==> config.mk <==
export PLATFORM = sky130hd
export DESIGN_NAME = rmlf_top
export DESIGN_NICKNAME = d
export VERILOG_FILES = /design/src/logic/rmlf_pkg.sv /design/src/logic/rmlf_top.sv /design/src/logic/rmlf_oneshot.sv
export SDC_FILE = /design/constraint.sdc
export NUM_CORES = 1
export LEC_CHECK = 0
export BUFFER_PORTS_ARGS = -buffer_cell sky130_fd_sc_hd__buf_2
export CAP_MARGIN = 20
export CELL_PAD_IN_SITES_DETAIL_PLACEMENT = 0
export CELL_PAD_IN_SITES_GLOBAL_PLACEMENT = 1
export CORE_MARGIN = 2
export CORE_UTILIZATION = 41
export CTS_BUF_LIST = sky130_fd_sc_hd__clkbuf_8
export CTS_CLUSTER_SIZE = 30
export DETAILED_ROUTE_END_ITERATION = 10
export PLACE_DENSITY_LB_ADDON = 0.1
export SYNTH_ARGS = -nofsm -noshare
export SYNTH_HDL_FRONTEND = slang
export SYNTH_SLANG_ARGS = --single-unit
==> constraint.sdc <==
create_clock -name aclk -period 4.4 [get_ports aclk]
set_input_delay 0.22 -clock aclk [delete_from_list [all_inputs] [get_ports aclk]]
set_output_delay 0.22 -clock aclk [all_outputs]
set_load 0.1 [all_outputs]
==> src/logic/rmlf_pkg.sv <==
package rmlf_pkg;

  // ************************************************************
  // register indices; byte address is four times the index
  // ************************************************************
  localparam logic [5:0] IDX_RING_MODE   = 6'h12;
  localparam logic [5:0] IDX_LINE_STATUS = 6'h13;
  localparam logic [5:0] IDX_IRQ_STATUS  = 6'h20;
  localparam logic [5:0] IDX_IRQ_MASK    = 6'h21;
  localparam logic [5:0] IDX_RX_OVL      = 6'h22;
  localparam logic [5:0] IDX_LINE_CTRL   = 6'h23;

  localparam int ADDR_W = 8;
  localparam int IDX_LSB = 2;

  // ************************************************************
  // field positions
  // ************************************************************
  localparam int RING_FW_BIT    = 1;
  localparam int RING_SPARE_BIT = 2;
  localparam int OVL_BIT        = 2;
  localparam int DOD_BIT        = 1;
  localparam int OPD_BIT        = 0;
  localparam int ROV_BIT        = 1;
  localparam int RX_OVERLOAD_INTERRUPT_FLAG_BIT       = 0;
  localparam int CTL_RING_VALIDATION_ENABLE_BIT   = 0;
  localparam int CTL_BTE_BIT    = 1;
  localparam int CTL_CURRENT_LIMIT_SELECT_BIT   = 2;
  localparam int IRQ_OVL_BIT    = 0;
  localparam int IRQ_DOD_BIT    = 1;
  localparam int IRQ_OPD_BIT    = 2;
  localparam int IRQ_RING_BIT   = 3;
  localparam int IRQ_W          = 4;

  localparam logic [7:0] REG_RESET  = 8'h00;
  localparam logic [7:0] BYTE_ZERO  = 8'h00;
  localparam logic [1:0] RESP_OKAY   = 2'h0;
  localparam logic [1:0] RESP_SLVERR = 2'h2;

  // ************************************************************
  // timing
  // ************************************************************
  localparam int CLK_MHZ         = 125;
  localparam int ONESHOT_US      = 1000;
  localparam int ONESHOT_CYCLES  = ONESHOT_US * CLK_MHZ;
  localparam int OVERCURRENT_MA  = 160;
  localparam int SYNC_W          = 10;

  typedef enum logic [1:0] {
    RING_HALF_WAVE,
    RING_FULL_WAVE,
    RING_VALID_ENV,
    RING_ONE_SHOT
  } rmlf_ring_sel_type;

  // analog-side status lines, all asynchronous to aclk
  typedef struct packed {
    logic ring_halfwave;
    logic ring_fullwave;
    logic ring_valid_env;
    logic ring_threshold_cross;
    logic rx_level_excess;
    logic offhook_count_done;
    logic loop_current;
    logic offhook;
    logic line_side_enabled;
    logic overcurrent;
  } rmlf_line_in_type;

endpackage

==> src/logic/rmlf_top.sv <==
`timescale 1ns/10ps
module rmlf_top #(
  parameter int ONESHOT_CYCLES = rmlf_pkg::ONESHOT_CYCLES
) (
  input  wire logic                        aclk,
  input  wire logic                        aresetn,
  input  wire logic [rmlf_pkg::ADDR_W-1:0] s_axi_awaddr,
  input  wire logic                        s_axi_awvalid,
  output logic                             s_axi_awready,
  input  wire logic [31:0]                 s_axi_wdata,
  input  wire logic [3:0]                  s_axi_wstrb,
  input  wire logic                        s_axi_wvalid,
  output logic                             s_axi_wready,
  output logic [1:0]                       s_axi_bresp,
  output logic                             s_axi_bvalid,
  input  wire logic                        s_axi_bready,
  input  wire logic [rmlf_pkg::ADDR_W-1:0] s_axi_araddr,
  input  wire logic                        s_axi_arvalid,
  output logic                             s_axi_arready,
  output logic [31:0]                      s_axi_rdata,
  output logic [1:0]                       s_axi_rresp,
  output logic                             s_axi_rvalid,
  input  wire logic                        s_axi_rready,
  input  wire rmlf_pkg::rmlf_line_in_type  line_in,
  output logic                             ring_detect_output,
  output logic                             current_limit_select,
  output logic                             irq
);

  // ************************************************************
  // input synchronisers
  // ************************************************************
  // the analog lines switch with no relation to aclk; two flops each before any logic
  logic [rmlf_pkg::SYNC_W-1:0] sync1_r;
  logic [rmlf_pkg::SYNC_W-1:0] sync2_r;
  wire  [rmlf_pkg::SYNC_W-1:0] line_raw = line_in;

  genvar gi;
  generate
    for (gi = 0; gi < rmlf_pkg::SYNC_W; gi++) begin : g_sync
      always_ff @(posedge aclk) begin
        if (!aresetn) begin
          sync1_r[gi] <= 1'b0;
          sync2_r[gi] <= 1'b0;
        end else begin
          sync1_r[gi] <= line_raw[gi];
          sync2_r[gi] <= sync1_r[gi];
        end
      end
    end
  endgenerate

  rmlf_pkg::rmlf_line_in_type ln;
  assign ln = sync2_r;

  // ************************************************************
  // registers
  // ************************************************************
  logic [7:0]                  ring_mode_r;
  logic [7:0]                  line_ctrl_r;
  logic [rmlf_pkg::IRQ_W-1:0]  irq_status_r;
  logic [rmlf_pkg::IRQ_W-1:0]  irq_mask_r;
  logic                        rov_sticky_r;
  logic                        rx_overload_interrupt_flag_r;
  logic [2:0]                  live_d_r;
  logic                        ring_out_r;
  logic                        ovl_live_r;
  logic                        dod_r;
  logic                        opd_r;
  logic                        irq_r;

  // ************************************************************
  // axi4-lite handshake state
  // ************************************************************
  logic                        aw_have_r;
  logic                        w_have_r;
  logic [5:0]                  aw_idx_r;
  logic [7:0]                  w_byte_r;
  logic                        w_lane0_r;
  logic                        bvalid_r;
  logic [1:0]                  bresp_r;
  logic                        rvalid_r;
  logic [31:0]                 rdata_r;
  logic [1:0]                  rresp_r;

  assign s_axi_awready = ~aw_have_r & ~bvalid_r;
  assign s_axi_wready  = ~w_have_r & ~bvalid_r;
  assign s_axi_arready = ~rvalid_r;
  assign s_axi_bvalid  = bvalid_r;
  assign s_axi_bresp   = bresp_r;
  assign s_axi_rvalid  = rvalid_r;
  assign s_axi_rdata   = rdata_r;
  assign s_axi_rresp   = rresp_r;

  // a pending write response holds off both write channels, so one write at most is in flight
  wire aw_take = s_axi_awvalid & s_axi_awready;
  wire w_take  = s_axi_wvalid & s_axi_wready;
  wire ar_take = s_axi_arvalid & s_axi_arready;
  wire wr_go   = aw_have_r & w_have_r & ~bvalid_r;
  // lane 0 unstrobed: a mapped address is answered okay but no register changes
  wire wr_en   = wr_go & w_lane0_r;

  wire [5:0] ar_idx = s_axi_araddr[rmlf_pkg::ADDR_W-1:rmlf_pkg::IDX_LSB];
  wire [5:0] aw_idx = s_axi_awaddr[rmlf_pkg::ADDR_W-1:rmlf_pkg::IDX_LSB];

  // write decode
  wire wr_ring   = wr_en && (aw_idx_r == rmlf_pkg::IDX_RING_MODE);
  wire wr_mask   = wr_en && (aw_idx_r == rmlf_pkg::IDX_IRQ_MASK);
  wire wr_rovreg = wr_en && (aw_idx_r == rmlf_pkg::IDX_RX_OVL);
  wire wr_ctrl   = wr_en && (aw_idx_r == rmlf_pkg::IDX_LINE_CTRL);
  // the status registers answer okay to a write and ignore it
  wire wr_hit    = (aw_idx_r == rmlf_pkg::IDX_RING_MODE) || (aw_idx_r == rmlf_pkg::IDX_LINE_STATUS) ||
                   (aw_idx_r == rmlf_pkg::IDX_IRQ_STATUS) || (aw_idx_r == rmlf_pkg::IDX_IRQ_MASK) ||
                   (aw_idx_r == rmlf_pkg::IDX_RX_OVL) || (aw_idx_r == rmlf_pkg::IDX_LINE_CTRL);

  // ************************************************************
  // line status logic
  // ************************************************************
  wire fw_en   = ring_mode_r[rmlf_pkg::RING_FW_BIT];
  wire ring_validation_enable_en = line_ctrl_r[rmlf_pkg::CTL_RING_VALIDATION_ENABLE_BIT];
  assign current_limit_select = line_ctrl_r[rmlf_pkg::CTL_CURRENT_LIMIT_SELECT_BIT];

  // the one-shot runs in every mode; only the select decides whether the pin sees it
  logic oneshot_pulse;
  rmlf_oneshot #(
    .CYCLES (ONESHOT_CYCLES)
  ) u_oneshot (
    .aclk    (aclk),
    .aresetn (aresetn),
    .trigger (ln.ring_threshold_cross),
    .pulse   (oneshot_pulse)
  );

  // enum order follows {validation enable, full-wave enable}
  rmlf_pkg::rmlf_ring_sel_type ring_sel;
  assign ring_sel = rmlf_pkg::rmlf_ring_sel_type'({ring_validation_enable_en, fw_en});

  logic ring_nxt;
  always_comb begin
    case (ring_sel)
      rmlf_pkg::RING_HALF_WAVE: ring_nxt = ln.ring_halfwave;
      rmlf_pkg::RING_FULL_WAVE: ring_nxt = ln.ring_fullwave;
      rmlf_pkg::RING_VALID_ENV: ring_nxt = ln.ring_valid_env;
      default:                  ring_nxt = oneshot_pulse;
    endcase
  end

  // billing tone enable deliberately not an input here
  wire ovl_nxt = ln.rx_level_excess & ln.offhook_count_done;
  wire dod_nxt = (ln.offhook & ~ln.loop_current) |
                 (~ln.offhook & ln.line_side_enabled);
  // the comparator sits in the analog side; its 160 mA threshold applies for either select value
  wire opd_nxt = ln.overcurrent;

  // ************************************************************
  // sticky overload and interrupts
  // ************************************************************
  // set beats a clearing write, so an overload in that very cycle is not lost
  wire rov_clr = wr_rovreg & ~w_byte_r[rmlf_pkg::ROV_BIT];
  wire rov_set = ovl_nxt;
  wire rov_nxt  = rov_set | (rov_sticky_r & ~rov_clr);
  wire rx_overload_interrupt_flag_nxt = rov_set | (rx_overload_interrupt_flag_r & ~rov_clr);

  wire [rmlf_pkg::IRQ_W-1:0] irq_set;
  assign irq_set[rmlf_pkg::IRQ_OVL_BIT]  = ovl_nxt & ~live_d_r[0];
  assign irq_set[rmlf_pkg::IRQ_DOD_BIT]  = dod_nxt & ~live_d_r[1];
  assign irq_set[rmlf_pkg::IRQ_OPD_BIT]  = opd_nxt & ~live_d_r[2];
  assign irq_set[rmlf_pkg::IRQ_RING_BIT] = ring_nxt & ~ring_out_r;

  // read clears, but an event in the same cycle survives
  wire rd_status = ar_take && (ar_idx == rmlf_pkg::IDX_IRQ_STATUS);
  wire [rmlf_pkg::IRQ_W-1:0] irq_status_nxt =
    irq_set | (rd_status ? {rmlf_pkg::IRQ_W{1'b0}} : irq_status_r);

  // registered so the pin cannot glitch while status and mask change together
  wire [rmlf_pkg::IRQ_W-1:0] irq_mask_nxt = wr_mask ? w_byte_r[rmlf_pkg::IRQ_W-1:0] : irq_mask_r;
  assign irq = irq_r;

  // ************************************************************
  // read mux
  // ************************************************************
  // reserved positions read as zero, though ring_mode_r and line_ctrl_r store all eight written bits
  wire [7:0] ring_rd   = {5'h00, ring_mode_r[rmlf_pkg::RING_SPARE_BIT],
                          ring_mode_r[rmlf_pkg::RING_FW_BIT], 1'b0};
  wire [7:0] status_rd = {5'h00, ovl_live_r, dod_r, opd_r};
  wire [7:0] rov_rd    = {6'h00, rov_sticky_r, rx_overload_interrupt_flag_r};
  wire [7:0] ctrl_rd   = {5'h00, line_ctrl_r[2:0]};
  wire [7:0] stat_rd   = {4'h0, irq_status_r};
  wire [7:0] mask_rd   = {4'h0, irq_mask_r};

  logic [7:0] rd_byte;
  logic       rd_hit;
  always_comb begin
    rd_hit = 1'b1;
    if (ar_idx == rmlf_pkg::IDX_RING_MODE) begin
      rd_byte = ring_rd;
    end else if (ar_idx == rmlf_pkg::IDX_LINE_STATUS) begin
      rd_byte = status_rd;
    end else if (ar_idx == rmlf_pkg::IDX_IRQ_STATUS) begin
      rd_byte = stat_rd;
    end else if (ar_idx == rmlf_pkg::IDX_IRQ_MASK) begin
      rd_byte = mask_rd;
    end else if (ar_idx == rmlf_pkg::IDX_RX_OVL) begin
      rd_byte = rov_rd;
    end else if (ar_idx == rmlf_pkg::IDX_LINE_CTRL) begin
      rd_byte = ctrl_rd;
    end else begin
      rd_byte = rmlf_pkg::BYTE_ZERO;
      rd_hit  = 1'b0;
    end
  end

  // ************************************************************
  // state update
  // ************************************************************
  always_ff @(posedge aclk) begin
    if (!aresetn) begin
      aw_have_r <= 1'b0;
      w_have_r  <= 1'b0;
      aw_idx_r  <= 6'h00;
      w_byte_r  <= rmlf_pkg::REG_RESET;
      w_lane0_r <= 1'b0;
      bvalid_r  <= 1'b0;
      bresp_r   <= rmlf_pkg::RESP_OKAY;
      rvalid_r  <= 1'b0;
      rdata_r   <= 32'h0000_0000;
      rresp_r   <= rmlf_pkg::RESP_OKAY;
    end else begin
      if (aw_take) begin
        aw_have_r <= 1'b1;
        aw_idx_r  <= aw_idx;
      end else if (wr_go) begin
        aw_have_r <= 1'b0;
      end
      if (w_take) begin
        w_have_r  <= 1'b1;
        w_byte_r  <= s_axi_wdata[7:0];
        w_lane0_r <= s_axi_wstrb[0];
      end else if (wr_go) begin
        w_have_r <= 1'b0;
      end
      if (wr_go) begin
        bvalid_r <= 1'b1;
        bresp_r  <= wr_hit ? rmlf_pkg::RESP_OKAY : rmlf_pkg::RESP_SLVERR;
      end else if (s_axi_bready) begin
        bvalid_r <= 1'b0;
      end
      if (ar_take) begin
        rvalid_r <= 1'b1;
        rdata_r  <= {24'h000000, rd_byte};
        rresp_r  <= rd_hit ? rmlf_pkg::RESP_OKAY : rmlf_pkg::RESP_SLVERR;
      end else if (s_axi_rready) begin
        rvalid_r <= 1'b0;
      end
    end
  end

  always_ff @(posedge aclk) begin
    if (!aresetn) begin
      ring_mode_r  <= rmlf_pkg::REG_RESET;
      line_ctrl_r  <= rmlf_pkg::REG_RESET;
      irq_mask_r   <= {rmlf_pkg::IRQ_W{1'b0}};
      irq_status_r <= {rmlf_pkg::IRQ_W{1'b0}};
      rov_sticky_r <= 1'b0;
      rx_overload_interrupt_flag_r       <= 1'b0;
      live_d_r     <= 3'h0;
      ring_out_r   <= 1'b0;
      ovl_live_r   <= 1'b0;
      dod_r        <= 1'b0;
      opd_r        <= 1'b0;
      irq_r        <= 1'b0;
    end else begin
      if (wr_ring) begin
        ring_mode_r <= w_byte_r;
      end
      if (wr_ctrl) begin
        line_ctrl_r <= w_byte_r;
      end
      irq_mask_r   <= irq_mask_nxt;
      irq_status_r <= irq_status_nxt;
      rov_sticky_r <= rov_nxt;
      rx_overload_interrupt_flag_r       <= rx_overload_interrupt_flag_nxt;
      live_d_r     <= {opd_nxt, dod_nxt, ovl_nxt};
      ring_out_r   <= ring_nxt;
      ovl_live_r   <= ovl_nxt;
      dod_r        <= dod_nxt;
      opd_r        <= opd_nxt;
      irq_r        <= |(irq_status_nxt & irq_mask_nxt);
    end
  end

  assign ring_detect_output = ring_out_r;

endmodule

==> src/logic/rmlf_oneshot.sv <==
`timescale 1ns/10ps
module rmlf_oneshot #(
  parameter int CYCLES = rmlf_pkg::ONESHOT_CYCLES
) (
  input  wire logic aclk,
  input  wire logic aresetn,
  input  wire logic trigger,
  output logic      pulse
);
  localparam int CW = $clog2(CYCLES + 1);
  localparam logic [CW-1:0] CNT_ZERO = '0;
  localparam logic [CW-1:0] CNT_LOAD = CW'(CYCLES);
  localparam logic [CW-1:0] CNT_ONE  = CW'(1);

  logic          trig_d_r;
  logic [CW-1:0] cnt_r;
  logic [CW-1:0] cnt_nxt;
  wire           rise = trigger & ~trig_d_r;

  // not retriggerable: a crossing while running is ignored, so pulse length is fixed
  assign cnt_nxt = (cnt_r != CNT_ZERO) ? cnt_r - CNT_ONE : (rise ? CNT_LOAD : CNT_ZERO);

  always_ff @(posedge aclk) begin
    if (!aresetn) begin
      trig_d_r <= 1'b0;
      cnt_r    <= CNT_ZERO;
    end else begin
      trig_d_r <= trigger;
      cnt_r    <= cnt_nxt;
    end
  end

  assign pulse = (cnt_r != CNT_ZERO);
endmodule

==> results, run 1 <==
- The flow ran to the end, and the final reports show no timing, DRC or antenna violations.
- Setup repair after global routing left no endpoint under its margin.
- Of the synthesized area, sequential elements account for 48.1%.
- The die is 93.5 µm tall.
- The worst-path maximum fanout is 17.
- The first-pass detailed-route iteration total is 4.
- After detailed routing, the total wire length is 5840 µm.
- The top cell type's share of synthesized area is 48.1%.
- The total global routing track utilization is 14.4%.
- The total instance count after detailed placement is 477.
- The Yosys step of the flow raised 0 warnings.
- The post-synthesis average cell area is 9.66 µm².
- After detailed routing, the wire length on met1 is 2730 µm.
- The quantity of I/O buffers inserted on ports is 47.
- In this run the cell area measured after placement is 3490 µm².
- The clock passes through at most 2 buffers.
- The type of the worst min-delay path is in2reg.
- Counting every sink on the clock net gives 79.
- The final standard cell area without fillers is 3710 µm².
- The via count of the routed design is 2298.
- Across all hold checks on the routed design, the worst slack comes to 56.6 ps.
- The top layer used by detailed routing is met4.
- STA puts the critical path data arrival time at 2390 ps.
- Setup violations remaining at the end of the flow were counted as 0.
- STA classifies the critical path endpoint as a flip-flop.
- Once the floorplan was initialized, standard cells occupied 42.5% of the core.
- The number of enable-type register cells in the synthesized netlist is 0.
- The total chip power is 2.08 mW.
- The highest achievable clock rate is 0.460 GHz.
- The amount of wire on met2 after detailed routing is 2690 µm.
- dfxtp_1 is the most common cell in the netlist.
- 113 I/O pins were placed.
- The initial antenna violation count is 0.
- The total leakage power is 1.63 nW.
- Across the VDD grid, the largest voltage drop is 301 µV.
- The shortest period the worst path allows is 2170 ps.
- After legalization and detailed placement, the total HPWL measured 4120 µm.
- Routability-driven placement finished with a final weighted congestion of 0.740.
- The number of instances in the synthesized netlist is 340.
- The critical setup path kind is reg2reg.
- TritonCTS built the clock tree.
- STA puts the critical path data required time at 4610 ps.
- Summed over all nets, wire length on met3 after detailed routing comes to 305 µm.
- The count of hold buffers inserted by post-cts repair is 0.
- The number of buffers created by CTS is 9.
- Counting instances in the post-synthesis netlist gives the leading cell types as 79 x dfxtp_1, 51 x nor2_1, 30 x buf_4.
- In this run the core area contains 32 standard-cell rows.
- After clock tree synthesis, the clock-pin slew on the worst setup and hold paths is 80 ps.
- The average routed wire per standard cell is 11.8 µm.
- The maximum level of the CTS H-tree is 3.
- The starting DRC count in detailed routing is 51.
- The worst setup path is launched from a flip-flop.
- The portion of the clock cycle consumed by the worst path in the final layout is 49.4%.
- The count of pins over their slew limit is 0.
- After detailed routing, the number of vias per cell comes to 4.66.
- The number of standard cells in the final layout excluding fillers is 493.
- The total power divided by cell area is 562 nW/µm².
- The count of instances resized after the clock tree is built is 0.
- The core region is 7730 µm².
- The count of maximum capacitance violations is 0.
- The signed area change from the synthesized netlist to the final layout is 12.9%.
- Of all cell types, the one taking the most synthesized area is dfxtp_1.
- The aggregate negative setup slack is 0 ps.
- The global-route wire length before repair is 9750 µm.
- The layout cell share with drive strength beyond 1 is 20.2%.
- After synthesis, the share of flip-flops with an asynchronous set or reset is 0%.
- In this run, synthesis produced a sequential element count of 79.
- The maximum number of pins on one net before global-route repair is 35.
- The number of hold violations in the final report was 0.
- The flip-flop cell with the highest count after synthesis is dfxtp_1.
- The worst max-slew margin expressed relative to the limit is 35.5%.
- In the routed design, unresolved DRC markers number 0.
- The via count of the first global-routing pass is 2150.
- The worst clock skew is 10.5 ps.
- The repair_antennas step left the layout with diodes totalling 0.
- The clock root buffer is clkbuf_8.
- The net count of the finished layout is 457.
- The number of different library cells used by synthesis comes to 50.
- The number of buffers added for setup after CTS is 0.
- In this run the cell area of the synthesized design comes to 3290 µm².
- By area the synthesized netlist is led by dfxtp_1 48%, buf_4 6.9%, mux2i_1 6.4%.
- The later pin in the worst-skew pair is clocked with a latency of 340 ps.
- The residual overflow from global routing is 0.
- In this run the horizontal extent of the chip is 93.5 µm.
- The measured slew at the worst slew-check pin is 962 ps.
- The floorplan step defined a die boundary enclosing 8750 µm².
- The number of nets with antenna violations after detailed routing is 0.
report_power, final:
| part | internal (mW) | switching, mW | total (mW) |
|---|---|---|---|
| clock network | 0.321 | 0.271 | 0.592 |
| logic | 0.215 | 0.385 | 0.600 |
| registers | 0.807 | 0.0847 | 0.892 |
flip-flops by register name, indices dropped and copies added (netlist names), 2 cells and up:
register         flops
u_oneshot.cnt_r     17
sync1_r             10
ln                   9
aw_idx_r             6
irq_mask_r           4
irq_status_r         4
s_axi_rdata          4
w_byte_r             4
line_ctrl_r          3
live_d_r             3
ring_mode_r          2
per-layer routing:
metal / global-route usage, % / vias up
met2: 23.0 / 52
met3: 4.03 / 11
met1: 17.5 / 1042
met5: 0 / -
li1: - / 1193
met4: 7.72 / 0
cell type report:
type / instances / area, µm²
Inverter: 9 / 33.8
Multi-Input combinational cell: 240 / 1510
Clock inverter: 7 / 97.6
Fill cell: 747 / 4020
Tap cell: 102 / 128
Clock buffer: 9 / 124
Sequential cell: 79 / 1580
Timing Repair Buffer: 47 / 235
metrics by stage:
step | setup slack [ps] | util, %
after floorplan | 1330 | -
after global placement | 2150 | 45.2
after detailed placement | 2180 | 45.2
after CTS | 2180 | 48.0
after global routing | 2030 | 48.0
final | 2230 | 48.0
final timing paths:
check                           slack [ps]           startpoint                   to  cells past startpoint
worst min-delay path                    60         s_axi_rready         s_axi_rvalid                      2
worst min register to register         440           sync1_r[8]                ln[8]                      1
worst max register to register        2230  u_oneshot.cnt_r[12]  u_oneshot.cnt_r[11]                      5
worst max-delay path                  2230  u_oneshot.cnt_r[12]  u_oneshot.cnt_r[11]                      5
cells by family after synthesis:
group	after synthesis	synth area share, %
AND/OR/NAND/NOR	129	21.6
adder cells (fa/ha/maj)	2	0.761
multiplexers	27	9.14
buffers and inverters	50	9.18
XOR/XNOR	14	3.73
flip-flops	79	48.1
other	1	0.114
AO/OA/AOI/OAI	38	7.39
worst max-delay path, cell delays in order, from the launching register on:
cell and delay (ps):
dfxtp_1 360, or4_4 560, nor3_1 290, nand3_1 180, nand2_1 470, o21ai_0 170
cells in the final DEF, fill, tap and decap left out, types with 2 or more instances in the layout:
master and instances:
a21oi_1 11, nor4_1 4, clkbuf_8 9, o21ai_0 9, nor3b_1 3, nor3_1 8, mux2_2 4, clkinv_4 2
mux2i_1 21, or4_4 3, inv_1 9, or4b_2 2, nor2_1 51, nand3_1 7, dfxtp_1 79, xnor2_1 9
ha_1 2, a221oi_1 2, nor2b_1 4, and2_1 25, bufinv_16 2, conb_1 30, nand2b_1 2, buf_2 47
xor2_1 5, a22o_1 2, mux4_2 2, a211oi_1 4, nand2_1 9
Note: power is estimated with default switching activity, not from simulation.
==> run 2: changes to the inputs <==
ABC_AREA = 1   (was not set)
CORE_UTILIZATION = 34   (was 41)
clock period = 1.85 ns   (was 4.4 ns; I/O delays follow)
==> run 2 against run 1 <==
  * Routed wire length is 26% higher
  * Critical endpoint is now u_oneshot.cnt_r[14]
  * Power up 140%
  * Synthesized area rose by 9.6%
==> results, run 2 <==
- The maximum number of pins on one net before global-route repair is 23 (-34%).
- The residual overflow from global routing is 0 (unchanged).
- The via count of the first global-routing pass is 2631 (+22%).
- The worst max-slew margin expressed relative to the limit is 48.0% (+13 points).
- The post-CTS clock slew at the launch and capture registers of the worst setup and hold paths came to 90 ps (about the same).
- The core outline area came to 10300 µm² (+34%).
- The number of unique standard cell types used by synthesis is 38 (-24%).
- The count of state elements after synthesis came to 79 (unchanged).
- The number of clock sinks is 79 (unchanged).
- TritonCTS built the clock tree.
- The footprint of the multi-input gates was 1610 µm² (+6.5%).
- The total leakage power is 2.05 nW (+26%).
- The startpoint identified for the worst register-to-register timing path is u_oneshot.cnt_r[0].
- The type of element capturing the critical path is a flip-flop.
- The highest achievable clock rate is 0.653 GHz (+42%).
- The cell type with the largest total area after synthesis is dfxtp_1.
- The count of maximum capacitance violations is 0 (unchanged).
- The total number of yosys warnings came to 0 (unchanged).
- The critical setup path kind is reg2reg.
- The net count of the finished layout was 620 (+36%).
- The number of flip-flops under the largest register name was 17 (unchanged).
- The endpoint of the worst register-to-register path is u_oneshot.cnt_r[14].
- The total power divided by cell area is 1180 nW/µm² (+110%).
- The die boundary width came to 107 µm (+14%).
- Among all cell types in the netlist, the one instantiated most often is nand2_1.
- The total die area is 11400 µm² (+31%).
- The worst setup slack after layout is 318 ps (-1910 ps).
- The maximum level of the CTS H-tree is 3 (unchanged).
- The final estimated routing congestion in global placement is 0.807 (+9.1%).
- The number of top-level pins is 113 (unchanged).
- The critical path's largest stage delay is 320 ps (-240 ps).
- The maximum vdd ir drop came to 807 µV (+170%).
- The global-route wire length before repair is 12100 µm (+24%).
- The number of buffers added for setup after CTS is 0 (unchanged).
- The signed area change from the synthesized netlist to the final layout is 16.1%.
- The number of nets with antenna violations after detailed routing is 0 (unchanged).
- The count of endpoints failing setup in the final report came to 0 (unchanged).
- The initial antenna violation count is 0 (unchanged).
- The count of hold buffers inserted by post-cts repair is 12 (+12).
- In this run the worst hold path is classified as in2reg.
- Setup repair after global routing left no endpoint under its margin.
- STA classifies the critical path startpoint as a flip-flop.
- The cell family contributing the most delay on the critical path is simple AND/OR/NAND/NOR gates.
- The worst path required time is 2070 ps (-2540 ps).
- The starting DRC count in detailed routing is 80 (+57%).
- The count of standard-cell rows came to 37 (+16%).
- The final antenna diode count is 0 (unchanged).
- The number of standard cells in the final layout excluding fillers was 690 (+40%).
- The register with the highest flop count is u_oneshot.cnt_r.
- The residual DRC count came to 0 (unchanged).
- The shortest period the worst path allows is 1530 ps (-642 ps).
- The via count of the routed design came to 2970 (+29%).
- The post-synthesis average cell area is 7.40 µm² (-23%).
- The worst-path maximum fanout is 13 (-4).
- The number of stages on the worst setup path was 9 (+4).
- The total instance count after detailed placement is 662 (+39%).
- The total global routing track utilization was 13.3% (-1.0 points).
- The worst clock skew is 12.3 ps (+1.75 ps).
- The number of inserted filler cells in the final layout is 1080 (+45%).
- The arrival time of the worst setup path is 1750 ps (-640 ps).
- The measured slew at the worst slew-check pin is 779 ps (-183 ps).
- The top cell type's share of synthesized area is 43.9% (-4.2 points).
- The fraction of registers with async set or reset after synthesis is 0% (unchanged).
- By count the netlist is led by 93 x nand2_1, 79 x dfxtp_1, 66 x inv_1.
- The quantity of I/O buffers inserted on ports came to 47 (unchanged).
- The setup slack of the worst register-to-register path is 320 ps (-1910 ps).
- The average routed wire per standard cell was 10.6 µm (-10%).
- The total routed wirelength was 7340 µm (+26%).
- The count of instances resized after the clock tree is built is 0 (unchanged).
- The number of buffers created by CTS is 9 (unchanged).
- The first-pass detailed-route iteration total came to 5 (+1).
- The aggregate negative setup slack came to 0 ps (unchanged).
- The number of enable-type register cells in the synthesized netlist came to 0 (unchanged).
- The count of pins over their slew limit is 0 (unchanged).
- The portion of the clock cycle consumed by the worst path in the final layout is 82.8% (+33 points).
- The critical-path cell with the highest stage delay is dfxtp_1.
- The post-placement worst setup slack was 342 ps (-1840 ps).
- The flow ran to the end, and the final reports show no timing, DRC or antenna violations.
- The most common cell after layout, fill and taps aside is nand2_1.
- The clock root buffer is clkbuf_8.
- The number of buffer and inverter stages on the critical path is 2 (+2).
- The part of the Yosys area used for sequential elements is 43.9% (-4.2 points).
- The total half-perimeter wirelength after legalization and detailed placement is 5530 µm (+34%).
- By area the synthesized netlist is led by dfxtp_1 44%, nand2_1 9.7%, inv_1 6.9%.
- The worst-skew pair later-pin latency is 340 ps (about the same).
- The number of instances in the synthesized netlist was 487 (+43%).
- The capturing instance or port of the critical path is u_oneshot.cnt_r[14].
- The number of cells on the worst reg-to-reg path was 9 (+4).
- The layout cell share with drive strength beyond 1 came to 18.4% (-1.8 points).
- The post-synthesis instance area is 3600 µm² (+9.6%).
- The initial cell density of the core is 34.9% (-7.6 points).
- The flip-flop cell with the highest count after synthesis is dfxtp_1.
- The number of hold violations in the final report came to 0 (unchanged).
- The die height is 107 µm (+14%).
- Tracing the worst setup path back leads to its startpoint at u_oneshot.cnt_r[0].
- The critical path goes through inv_1 -> ha_1 -> nand2_1 -> nor2_1 -> nand3_1 -> nand2_2 -> inv_2 -> nand3_1 -> nand2_1.
- The vias per cell is 4.30 (-7.7%).
- In this run the most critical hold path is launched from s_axi_wdata[0].
- The utilization after layout was 40.5% (-7.5 points).
- The sequential cell area is 1580 µm² (+0.16%).
- The number of buffers on the longest clock path is 2 (unchanged).
- The library cells used most frequently in the layout, excluding fill and tap cells, are 93 x nand2_1, 77 x dfxtp_1, 65 x inv_1, 61 x nor2_1, 47 x buf_2.
run 2: changes by cell type after synthesis, sizes merged, moves of 8 or more:
cell / delta
mux2i: -21
o21ai: +17
nor2: +25
a21oi: +17
clkbuf: -8
nand4: +14
inv: +60
nand3: +22
nand2: +94
and2: -25
run 2: worst min-delay path by stage:
stage | end | cells past startpoint
6_report | w_byte_r[0] | 3
5_1_grt | aw_idx_r[3] | 3
4_1_cts | aw_idx_r[3] | 3
3_5_place_dp | sync1_r[8] | 3
3_3_place_gp | sync1_r[6] | 3
2_1_floorplan | sync1_r[0] | 2
run 2: worst min-delay path: stages:
cell and delay [ps]:
buf_2 80, o21ai_0 70, nor2_1 80
run 2: cell families after synthesis:
logic type                 count (synthesis)  synth area share, %
other                                      1                0.104
and+or+nand+nor                          229                 29.8
buffers and inverters                    107                 14.9
adders and majority gates                  2                0.695
AOI/OAI and AO/OA                         64                 9.45
DFF                                       79                 43.9
xor gates and xnor gates                   5                 1.22
run 2: through the flow:
stage / total power, mW / area [µm²] / hold slack [ps]
6_report: 4.93 / 4180 / 18.2
5_1_grt: 5.31 / 4180 / 11.0
4_1_cts: 5.02 / 4180 / 0.352
3_5_place_dp: 3.77 / 3870 / 277
3_3_place_gp: 3.75 / 3870 / 273
2_1_floorplan: 3.54 / 3730 / 190
run 2: metal layers:
metal | track usage [%] | share of wire [%]
met4 | 3.99 | 1.6
met1 | 17.2 | 48
met3 | 4.01 | 4.0
met5 | 0 | 0
met2 | 21.5 | 46
run 2: power breakdown:
group	switching, mW	leakage (nW)	internal, mW	total [mW]
clock	0.654	0.0935	0.540	1.19
combinational	1.15	1.31	0.498	1.65
sequential	0.176	0.649	1.91	2.09
run 2: area by class of cell:
class	instances	area share [%]
Inverter	68	6.19
Clock inverter	6	1.23
Tap cell	136	4.07
Timing Repair Buffer	61	8.86
Clock buffer	10	3.29
Sequential cell	79	37.9
Multi-Input combinational cell	330	38.5
